**src/spal_pkg.sv**
```systemverilog
/*
 * Shared constants for the secure program and access lock block:
 * register offsets, command codes, interrupt bit positions,
 * reset values and storage sizes.
 * Assumes a classic Wishbone slave with 32-bit data and byte addresses.
 */
package spal_pkg;
	// Register byte offsets
	localparam logic [7:0] OFF_CTRL     = 8'h00;
	localparam logic [7:0] OFF_STATUS   = 8'h04;
	localparam logic [7:0] OFF_IRQ_STAT = 8'h08;
	localparam logic [7:0] OFF_IRQ_MASK = 8'h0c;
	localparam logic [7:0] OFF_LEN      = 8'h10;
	localparam logic [7:0] OFF_STREAM   = 8'h14;
	localparam logic [7:0] OFF_ADDR     = 8'h18;
	localparam logic [7:0] OFF_DATA     = 8'h1c;
	localparam logic [7:0] OFF_RESULT   = 8'h20;
	localparam logic [7:0] OFF_PASS     = 8'h30;
	localparam logic [7:0] OFF_SECRET   = 8'h40;

	// Commands written to the low nibble of the control register
	localparam logic [3:0] CMD_BEGIN      = 4'h1;
	localparam logic [3:0] CMD_SET_KEY    = 4'h2;
	localparam logic [3:0] CMD_SET_PASS   = 4'h3;
	localparam logic [3:0] CMD_SET_OPTS   = 4'h4;
	localparam logic [3:0] CMD_PERM_SET   = 4'h5;
	localparam logic [3:0] CMD_PERM_LOCK  = 4'h6;
	localparam logic [3:0] CMD_VERIFY     = 4'h7;
	localparam logic [3:0] CMD_NVM_WRITE  = 4'h8;
	localparam logic [3:0] CMD_NVM_READ   = 4'h9;
	localparam logic [3:0] CMD_ABORT      = 4'ha;

	// Interrupt status bit positions
	localparam int IRQ_AUTH_PASS = 0;
	localparam int IRQ_AUTH_FAIL = 1;
	localparam int IRQ_REFUSED   = 2;
	localparam int IRQ_PROG_DONE = 3;
	localparam int IRQ_W         = 4;

	// Storage sizes
	localparam int ARRAY_DEPTH = 16;
	localparam int NVM_DEPTH   = 4;
	localparam int KEY_WORDS   = 4;

	// Reset values and stream constants (tag and seed values are arbitrary)
	localparam logic [31:0] DEVICE_TAG = 32'h5a17_c0de;
	localparam logic [31:0] MAC_SEED   = 32'h0f1e_2d3c;
	localparam logic [31:0] KS_SALT    = 32'h9e37_79b9;
	localparam logic [31:0] WORD_RST   = 32'h0000_0000;
	localparam logic [127:0] KEY_RST   = 128'h0;

	typedef enum logic [2:0] {
		ST_IDLE    = 3'b000,
		ST_LOAD    = 3'b001,
		ST_CHECK   = 3'b010,
		ST_ERASE   = 3'b011,
		ST_PROGRAM = 3'b100
	} spal_state_t;
endpackage

```
**src/spal_core.sv**
```systemverilog
/*
 * Programming gatekeeper: decrypts an encrypted programming stream with
 * the stored 128-bit key, authenticates every word, and only then erases
 * and programs the configuration array. Also enforces the access pass key,
 * open-verify/open-read options, permanent settings and permanent lock.
 * Assumes a classic Wishbone master on clk_sys; srst is synchronous.
 */
// What this block does
// - Decrypt stream with 128-bit key, then authenticate
// - Authentication covers every word of stream
// - Authenticate decrypted data as valid for device
// - Running design continues during decrypt and check
// - Erase then program only after check passes
// - Failed check: no erase, design untouched
// - Key stored on-chip, never readable outside
// - Only same-key streams decrypt correctly
// - Wrong-key streams fail and are blocked
// - Pass key guards array, memory, settings
// - Option: verify or read without pass key
// - Permanent settings freeze all security settings
// - Permanent lock disables array and memory access
// - Verification happens only inside the device
`timescale 1ns/1ps
module spal_core (
	input  wire logic        clk_sys,
	input  wire logic        srst,
	input  wire logic        wb_cyc_i,
	input  wire logic        wb_stb_i,
	input  wire logic        wb_we_i,
	input  wire logic [7:0]  wb_adr_i,
	input  wire logic [3:0]  wb_sel_i,
	input  wire logic [31:0] wb_dat_i,
	output logic      [31:0] wb_dat_o,
	output logic             wb_ack_o,
	output logic             irq,
	output logic             prog_busy,
	output logic      [31:0] design_cfg
);
	localparam int IRQW = spal_pkg::IRQ_W;
	spal_pkg::spal_state_t state;
	spal_pkg::spal_state_t next_state;

	logic [3:0][31:0] pass_in;
	logic [3:0][31:0] secret_stage;
	logic [127:0]     key_store;
	logic [127:0]     pass_key;
	logic             key_set;
	logic             pass_set;
	logic             perm_settings;
	logic             perm_lock;
	logic             opt_verify_open;
	logic             opt_read_open;
	logic [31:0]      array_mem [spal_pkg::ARRAY_DEPTH];
	logic [31:0]      shadow    [spal_pkg::ARRAY_DEPTH];
	logic [31:0]      nvm_mem   [spal_pkg::NVM_DEPTH];
	logic [4:0]       stream_len;
	logic [4:0]       idx;
	logic [4:0]       cnt;
	logic [31:0]      mac;
	logic             tag_ok;
	logic             mac_ok;
	logic             last_auth_ok;
	logic             verify_match;
	logic [31:0]      addr_reg;
	logic [31:0]      data_reg;
	logic [31:0]      result;
	logic [IRQW-1:0]  irq_stat;
	logic [IRQW-1:0]  irq_mask;
	logic [31:0]      rd_mux;
	logic             cmd_ok;

	function automatic logic [31:0] merge(input logic [31:0] old, input logic [31:0] nw, input logic [3:0] sel);
		logic [31:0] r;
		r = old;
		for (int b = 0; b < 4; b++) begin
			if (sel[b]) r[8*b +: 8] = nw[8*b +: 8];
		end
		return r;
	endfunction

	// Keystream word for stream position i; uses only key word i mod 4, so the four key words take turns
	function automatic logic [31:0] keystream(input logic [127:0] k, input logic [4:0] i);
		logic [31:0] w;
		w = k[{i[1:0], 5'b00000} +: 32];
		return {w[26:0], w[31:27]} ^ {27'h0, i} ^ spal_pkg::KS_SALT;
	endfunction

	function automatic logic [31:0] mac_step(input logic [31:0] m, input logic [31:0] w, input logic [127:0] k);
		return {m[30:0], m[31]} ^ w ^ k[127:96];
	endfunction

	// Bus decode
	wire        req        = wb_cyc_i & wb_stb_i & ~wb_ack_o;
	wire        wr         = req & wb_we_i;
	wire        rd         = req & ~wb_we_i;
	wire        cmd_go     = wr & (wb_adr_i == spal_pkg::OFF_CTRL) & wb_sel_i[0];
	wire [3:0]  cmd        = wb_dat_i[3:0];
	wire        stream_wr  = wr & (wb_adr_i == spal_pkg::OFF_STREAM) & (&wb_sel_i);
	wire        idle       = (state == spal_pkg::ST_IDLE);
	wire [31:0] plain      = wb_dat_i ^ keystream(key_store, idx);
	wire        pass_match = ({pass_in[3], pass_in[2], pass_in[1], pass_in[0]} == pass_key);
	wire        unlocked   = ~pass_set | pass_match;
	wire [127:0] secret_w  = {secret_stage[3], secret_stage[2], secret_stage[1], secret_stage[0]};

	// Access permissions
	wire sec_ok    = unlocked & ~perm_settings & ~perm_lock & idle;
	wire begin_ok  = unlocked & ~perm_lock & key_set & idle & (stream_len <= 5'(spal_pkg::ARRAY_DEPTH));
	wire verify_ok = (unlocked | opt_verify_open) & ~perm_lock & idle;
	wire nvm_rd_ok = (unlocked | opt_read_open) & ~perm_lock;
	wire nvm_wr_ok = unlocked & ~perm_lock & idle;
	wire last_word = (idx == stream_len + 5'd1);
	wire prog_end  = (state == spal_pkg::ST_PROGRAM) & (cnt == stream_len);
	wire erase_end = (state == spal_pkg::ST_ERASE) & (cnt == 5'(spal_pkg::ARRAY_DEPTH - 1));

	always_comb begin
		unique case (cmd)
			spal_pkg::CMD_BEGIN:     cmd_ok = begin_ok;
			spal_pkg::CMD_SET_KEY,
			spal_pkg::CMD_SET_PASS,
			spal_pkg::CMD_SET_OPTS,
			spal_pkg::CMD_PERM_SET,
			spal_pkg::CMD_PERM_LOCK: cmd_ok = sec_ok;
			spal_pkg::CMD_VERIFY:    cmd_ok = verify_ok;
			spal_pkg::CMD_NVM_WRITE: cmd_ok = nvm_wr_ok;
			spal_pkg::CMD_NVM_READ:  cmd_ok = nvm_rd_ok;
			spal_pkg::CMD_ABORT:     cmd_ok = (state == spal_pkg::ST_LOAD);
			default:                 cmd_ok = 1'b0;
		endcase
	end

	wire do_cmd  = cmd_go & cmd_ok;
	wire refused = (cmd_go & ~cmd_ok) | (stream_wr & (state != spal_pkg::ST_LOAD));

	// Loading and checking touch only the shadow buffer, so the running design is left alone
	always_comb begin
		next_state = state;
		unique case (state)
			spal_pkg::ST_IDLE: next_state = (do_cmd && cmd == spal_pkg::CMD_BEGIN) ? spal_pkg::ST_LOAD : state;
			spal_pkg::ST_LOAD: begin
				if (do_cmd && cmd == spal_pkg::CMD_ABORT) begin
					next_state = spal_pkg::ST_IDLE;
				end else if (stream_wr && last_word) begin
					next_state = spal_pkg::ST_CHECK;
				end
			end
			spal_pkg::ST_CHECK: begin
				next_state = mac_ok ? spal_pkg::ST_ERASE : spal_pkg::ST_IDLE;
			end
			spal_pkg::ST_ERASE:   next_state = erase_end ? spal_pkg::ST_PROGRAM : state;
			spal_pkg::ST_PROGRAM: next_state = prog_end ? spal_pkg::ST_IDLE : state;
			default: next_state = spal_pkg::ST_IDLE;
		endcase
	end

	always_ff @(posedge clk_sys) begin
		if (srst) begin
			state <= spal_pkg::ST_IDLE;
		end else begin
			state <= next_state;
		end
	end

	// Stream decryption and running authentication code
	always_ff @(posedge clk_sys) begin
		if (srst || (do_cmd && cmd == spal_pkg::CMD_BEGIN)) begin
			idx    <= 5'd0;
			mac    <= spal_pkg::MAC_SEED;
			tag_ok <= 1'b0;
			mac_ok <= 1'b0;
		end else if (stream_wr && state == spal_pkg::ST_LOAD) begin
			idx <= idx + 5'd1;
			if (last_word) begin
				mac_ok <= tag_ok & (plain == mac);
			end else begin
				mac <= mac_step(mac, plain, key_store);
			end
			if (idx == 5'd0) begin
				tag_ok <= (plain == spal_pkg::DEVICE_TAG);
			end
		end
	end

	always_ff @(posedge clk_sys) begin
		if (stream_wr && state == spal_pkg::ST_LOAD && idx != 5'd0 && !last_word) begin
			shadow[4'(idx - 5'd1)] <= plain;
		end
	end

	always_ff @(posedge clk_sys) begin
		if (srst || state == spal_pkg::ST_CHECK || erase_end) begin
			cnt <= 5'd0;
		end else if (state == spal_pkg::ST_ERASE || (state == spal_pkg::ST_PROGRAM && !prog_end)) begin
			cnt <= cnt + 5'd1;
		end
	end

	// Reset stands in for the blank factory state of the nonvolatile stores
	always_ff @(posedge clk_sys) begin
		if (srst) begin
			for (int i = 0; i < spal_pkg::ARRAY_DEPTH; i++) begin
				array_mem[i] <= spal_pkg::WORD_RST;
			end
		end else if (state == spal_pkg::ST_ERASE) begin
			array_mem[cnt[3:0]] <= spal_pkg::WORD_RST;
		end else if (state == spal_pkg::ST_PROGRAM && !prog_end) begin
			array_mem[cnt[3:0]] <= shadow[cnt[3:0]];
		end
	end

	always_ff @(posedge clk_sys) begin
		if (srst) begin
			for (int i = 0; i < spal_pkg::NVM_DEPTH; i++) begin
				nvm_mem[i] <= spal_pkg::WORD_RST;
			end
		end else if (do_cmd && cmd == spal_pkg::CMD_NVM_WRITE) begin
			nvm_mem[addr_reg[1:0]] <= data_reg;
		end
	end

	// Security settings
	always_ff @(posedge clk_sys) begin
		if (srst) begin
			key_store       <= spal_pkg::KEY_RST;
			pass_key        <= spal_pkg::KEY_RST;
			key_set         <= 1'b0;
			pass_set        <= 1'b0;
			perm_settings   <= 1'b0;
			perm_lock       <= 1'b0;
			opt_verify_open <= 1'b0;
			opt_read_open   <= 1'b0;
		end else if (do_cmd) begin
			unique case (cmd)
				spal_pkg::CMD_SET_KEY: begin
					key_store <= secret_w;
					key_set   <= 1'b1;
				end
				spal_pkg::CMD_SET_PASS: begin
					pass_key <= secret_w;
					pass_set <= 1'b1;
				end
				spal_pkg::CMD_SET_OPTS: begin
					opt_verify_open <= data_reg[0];
					opt_read_open   <= data_reg[1];
				end
				spal_pkg::CMD_PERM_SET:  perm_settings <= 1'b1;
				spal_pkg::CMD_PERM_LOCK: perm_lock <= 1'b1;
				default: ;
			endcase
		end
	end

	// Presented pass key and secret staging words
	for (genvar g = 0; g < spal_pkg::KEY_WORDS; g++) begin : g_words
		always_ff @(posedge clk_sys) begin
			if (srst) begin
				pass_in[g]      <= spal_pkg::WORD_RST;
				secret_stage[g] <= spal_pkg::WORD_RST;
			end else if (wr && wb_adr_i == spal_pkg::OFF_PASS + 8'(4 * g)) begin
				pass_in[g] <= merge(pass_in[g], wb_dat_i, wb_sel_i);
			end else if (wr && wb_adr_i == spal_pkg::OFF_SECRET + 8'(4 * g)) begin
				secret_stage[g] <= merge(secret_stage[g], wb_dat_i, wb_sel_i);
			end
		end
	end

	// Plain registers and on-chip verify; a verify returns only a match bit, never the array word
	always_ff @(posedge clk_sys) begin
		if (srst) begin
			stream_len   <= 5'd0;
			addr_reg     <= spal_pkg::WORD_RST;
			data_reg     <= spal_pkg::WORD_RST;
			result       <= spal_pkg::WORD_RST;
			verify_match <= 1'b0;
			last_auth_ok <= 1'b0;
		end else begin
			if (wr && wb_adr_i == spal_pkg::OFF_LEN && idle) stream_len <= wb_dat_i[4:0];
			if (wr && wb_adr_i == spal_pkg::OFF_ADDR) addr_reg <= merge(addr_reg, wb_dat_i, wb_sel_i);
			if (wr && wb_adr_i == spal_pkg::OFF_DATA) data_reg <= merge(data_reg, wb_dat_i, wb_sel_i);
			if (do_cmd && cmd == spal_pkg::CMD_VERIFY) begin
				verify_match <= (array_mem[addr_reg[3:0]] == data_reg);
				result       <= {31'h0, array_mem[addr_reg[3:0]] == data_reg};
			end else if (do_cmd && cmd == spal_pkg::CMD_NVM_READ) begin
				result <= nvm_mem[addr_reg[1:0]];
			end
			if (state == spal_pkg::ST_CHECK) last_auth_ok <= mac_ok;
		end
	end

	// Interrupts: a new event in the same cycle as the clearing read survives
	wire [IRQW-1:0] events = {prog_end, refused, (state == spal_pkg::ST_CHECK) & ~mac_ok,
		(state == spal_pkg::ST_CHECK) & mac_ok};
	wire stat_rd = rd & (wb_adr_i == spal_pkg::OFF_IRQ_STAT);
	wire [IRQW-1:0] next_irq_stat = (stat_rd ? '0 : irq_stat) | events;
	wire [IRQW-1:0] next_irq_mask = (wr && wb_adr_i == spal_pkg::OFF_IRQ_MASK) ? wb_dat_i[IRQW-1:0] : irq_mask;

	wire [31:0] status_w = {20'h0, verify_match, last_auth_ok, opt_read_open, opt_verify_open, perm_lock,
		perm_settings, unlocked, pass_set, key_set, state};

	// Key, pass key and secret staging words read as zero
	always_comb begin
		unique case (wb_adr_i)
			spal_pkg::OFF_STATUS:   rd_mux = status_w;
			spal_pkg::OFF_IRQ_STAT: rd_mux = {28'h0, irq_stat};
			spal_pkg::OFF_IRQ_MASK: rd_mux = {28'h0, irq_mask};
			spal_pkg::OFF_LEN:      rd_mux = {27'h0, stream_len};
			spal_pkg::OFF_ADDR:     rd_mux = addr_reg;
			spal_pkg::OFF_DATA:     rd_mux = data_reg;
			spal_pkg::OFF_RESULT:   rd_mux = result;
			default:                rd_mux = spal_pkg::WORD_RST;
		endcase
	end

	always_ff @(posedge clk_sys) begin
		if (srst) begin
			wb_ack_o   <= 1'b0;
			wb_dat_o   <= spal_pkg::WORD_RST;
			irq_stat   <= '0;
			irq_mask   <= '0;
			irq        <= 1'b0;
			prog_busy  <= 1'b0;
			design_cfg <= spal_pkg::WORD_RST;
		end else begin
			wb_ack_o   <= req;
			wb_dat_o   <= rd ? rd_mux : spal_pkg::WORD_RST;
			irq_stat   <= next_irq_stat;
			irq_mask   <= next_irq_mask;
			irq        <= |(next_irq_stat & next_irq_mask);
			prog_busy  <= (next_state == spal_pkg::ST_ERASE) || (next_state == spal_pkg::ST_PROGRAM);
			design_cfg <= array_mem[0];
		end
	end
endmodule

```
**config.mk**
```make
export PLATFORM = sky130hd
export DESIGN_NAME = spal_core
export DESIGN_NICKNAME = d
export VERILOG_FILES = /design/src/spal_pkg.sv /design/src/spal_core.sv
export SDC_FILE = /design/constraint.sdc
export NUM_CORES = 2
export LEC_CHECK = 0
export BUFFER_PORTS_ARGS = -buffer_cell sky130_fd_sc_hd__buf_2
export CORE_MARGIN = 2
export CORE_UTILIZATION = 35
export CTS_CLUSTER_DIAMETER = 150
export DETAILED_ROUTE_END_ITERATION = 16
export PLACE_DENSITY_LB_ADDON = 0.2
export SLEW_MARGIN = 20
export SYNTH_ARGS = -nofsm -noshare
export SYNTH_HDL_FRONTEND = slang
export SYNTH_SLANG_ARGS = --single-unit
```
**constraint.sdc**
```tcl
create_clock -name clk_sys -period 5.2 [get_ports clk_sys]
set_input_delay 1.04 -clock clk_sys [delete_from_list [all_inputs] [get_ports clk_sys]]
set_output_delay 1.04 -clock clk_sys [all_outputs]
set_load 0.01 [all_outputs]
```
==> flow_summary.ini <==
[finish]
layout-drive-gt1-share_pct = 17.2
finalInstanceArea_sq_um = 89500
n_fill_cell = 20900
final_util_pct = 40.3
reg_top3 = array_mem x512, shadow x512
final_common_cell = edfxtp_1
final_cells = 9120
final_net_count = 6028
area.growth.synth_to_final_pct = 14.6
final_cell_mix = 1152 x edfxtp_1, 1010 x nor2_1, 742 x dfxtp_1, 432 x mux2i_1, 364 x nand2_1

[synth]
synth_simple_gate_area_share_pct = 11.1
synth_seq_cells = 1903
synth_compound_area_share_pct = 2.94
synthTopCellsByArea = edfxtp_1 44%, dfxtp_1 19%, mux4_2 10%
synth_edf_count = 1152
syn_nets = 5956
yosys.area_share.adder_pct = 0.208
async_flop_share_pct = 0
synth_top_area_cell = edfxtp_1
syn_area_per_cell_sq_um = 13.3
yosys_warnings = 0
synthCells = 5894
seq_area_frac_synth_pct = 63.5
synth_top_family_by_area = multiplexers
ys.flop_type = edfxtp_1
synthMuxAreaShare_pct = 15.8
syn_area_sq_um = 78100
synth-xor-area-share_pct = 3.87
yosysUniqueCellTypes = 64
synth.top_cell.area_share_pct = 44.3

[floorplan]
initial_core_util_pct = 35.2
die_w_um = 477
dieArea_sq_um = 227000
core-area_sq_um = 222000
pin_count = 116
num_rows = 173
die_y_um = 477

[timing]
timing.final.crit_share_pct = 81.5
fin_ws_ns = 0.960
setup_violations = 0
rsz0062_at_grt = no
slew_viol_final = 0
fin_setup_tns_ns = 0
whs_ns = 0.455
worst_pin_slew_ns = 1.15
hold_viol_final = 0
timing.fmax_ghz = 0.236
finClkSkew_ns = 0.0529
final.min_clock_period_ns = 4.24
maxSlewHeadroom_pct = 23.5

[setup_path]
cpPeakStageDelay_ns = 0.69
end_kind = flip-flop
critPathBufInv = 1
cp_slowest_cell = a31o_2
crit_arrival_ns = 4.96
crit_required_ns = 5.92
crit_family = simple AND/OR/NAND/NOR gates
crit_path_start_kind = flip-flop
path_class = reg -> reg
path_cells = xnor2_1 > nand4_1 > nor4_1 > nand4_1 > o21ai_1 > a211oi_2 > nor2_1 > a31o_2 > buf_4 > nor2_1
critPathMaxFanout = 20

[pwr]
switchingPower_mw = 6.89
power.total_mw = 31.7
comb_power_share_pct = 2.5
peakVddDrop_v = 0.000299
switching_share_pct = 21.7
p_per_area_nw_per_um2 = 354
clkPwrFrac_pct = 46.5
p_seq_share_pct = 51.0
p_int_mw = 24.8
p_leak_nw = 29.6

[global_routing]
grt_util_met3_pct = 3.15
grt_max_degree = 214
grt_pass1_wl_um = 351000
antenna_found_initial = 18
grtUsageMet1_pct = 30.2
grt_pass1_vias = 47500
grt_use_met2_pct = 33.2
busiest_layer = met2
overflow = 0
grt_usage_pct = 21.1

[cts]
cts.sinks = 1903
numCtsBuffers = 206
path_clk_slew_ns = 0.06
h-tree-depth = 4
clk_latency_ns = 0.86
cts_tree = yes
holdBufCountCts = 0
cts_setup_buffers = 0
clk_path_buf_depth = 3
root_buffer = clkbuf_16
cts_resized = 0

[place]
port_buffers = 115
dp_cells = 8733
pre_cts_ws_ns = 0.704
dpl.hpwl_um = 159000
place_area_sq_um = 82700
place.gp.congestion = 0.827

[job]
cap_violations = 0

[detailed_routing]
drtIter0Drc = 5078
firstDrtPassIters = 6
vias = 47900
drt_wl_total_um = 243000
drc = 0
via_per_inst = 5.26
ant_nets = 0
wl_per_cell_um = 26.7

[status]
status = finished, final reports clean

[hold_path]
hp-class = reg -> reg
[synth_stat cells (25+ instances only)]
cell,number
xor2_1,73
nand2b_1,25
xnor2_1,272
inv_1,26
buf_2,55
mux4_2,357
nor2b_1,43
clkbuf_1,302
nand4_1,62
buf_6,25
edfxtp_1,1152
nand3_1,240
mux2i_1,432
dfxtp_1,751
a22oi_1,45
nor2_1,1034
buf_1,49
a21oi_1,290
nand2_1,365
and2_1,130
[area by class of cell]
type                       instances  area (sq um)  area share [%]
antenna                            4          10.0          0.0112
clock buffer                     286          5770            6.44
clock inverter                    97          1060            1.18
inverter                          27           101           0.113
multi-input combinational       3527         26900            30.1
sequential                      1903         49700            55.5
tap                             2975          3720            4.16
timing repair buffer             301          2290            2.56
[power groups by stage]
stage                     registers, mW  logic (mW)  clock network (mW)
after global placement             16.5       0.781                   0
after detailed placement           16.5       0.787                   0
after global routing               16.2       0.823                15.7
after CTS                          16.2       0.789                15.1
after floorplan                    16.5       0.405                   0
final                              16.2       0.782                14.8
[cells by family after synthesis]
family          after synthesis
flops                      1903
simple gates               1975
mux                         789
xor+xnor                    345
fa+ha+maj                    13
compound gates              405
buf+inv                     464
[routing by layer]
metal / vias to the layer above / wire length [um]
met5: - / 56
li1: 21400 / -
met1: 24900 / 110000
met3: 290 / 13600
met4: 8 / 6590
met2: 1396 / 113000
[worst paths after layout]
kind / startpoint / to / slack, ns / cells past startpoint
worst max-delay path: pass_key[8]$_SDFFE_PP0P_ / result[13]$_SDFFE_PP0P_ / 0.96 / 10
worst min-delay path: addr_reg[6]$_SDFFE_PP0P_ / addr_reg[6]$_SDFFE_PP0P_ / 0.46 / 2
worst max register to register: pass_key[8]$_SDFFE_PP0P_ / result[13]$_SDFFE_PP0P_ / 0.96 / 10
worst min register to register: addr_reg[6]$_SDFFE_PP0P_ / addr_reg[6]$_SDFFE_PP0P_ / 0.46 / 2
[tightest hold or removal path, stage by stage, from the launching register on]
cell and delay (ns):
dfxtp_1 0.31, nand2_1 0.05, a21oi_1 0.05
(Power assumes the default switching activity.)
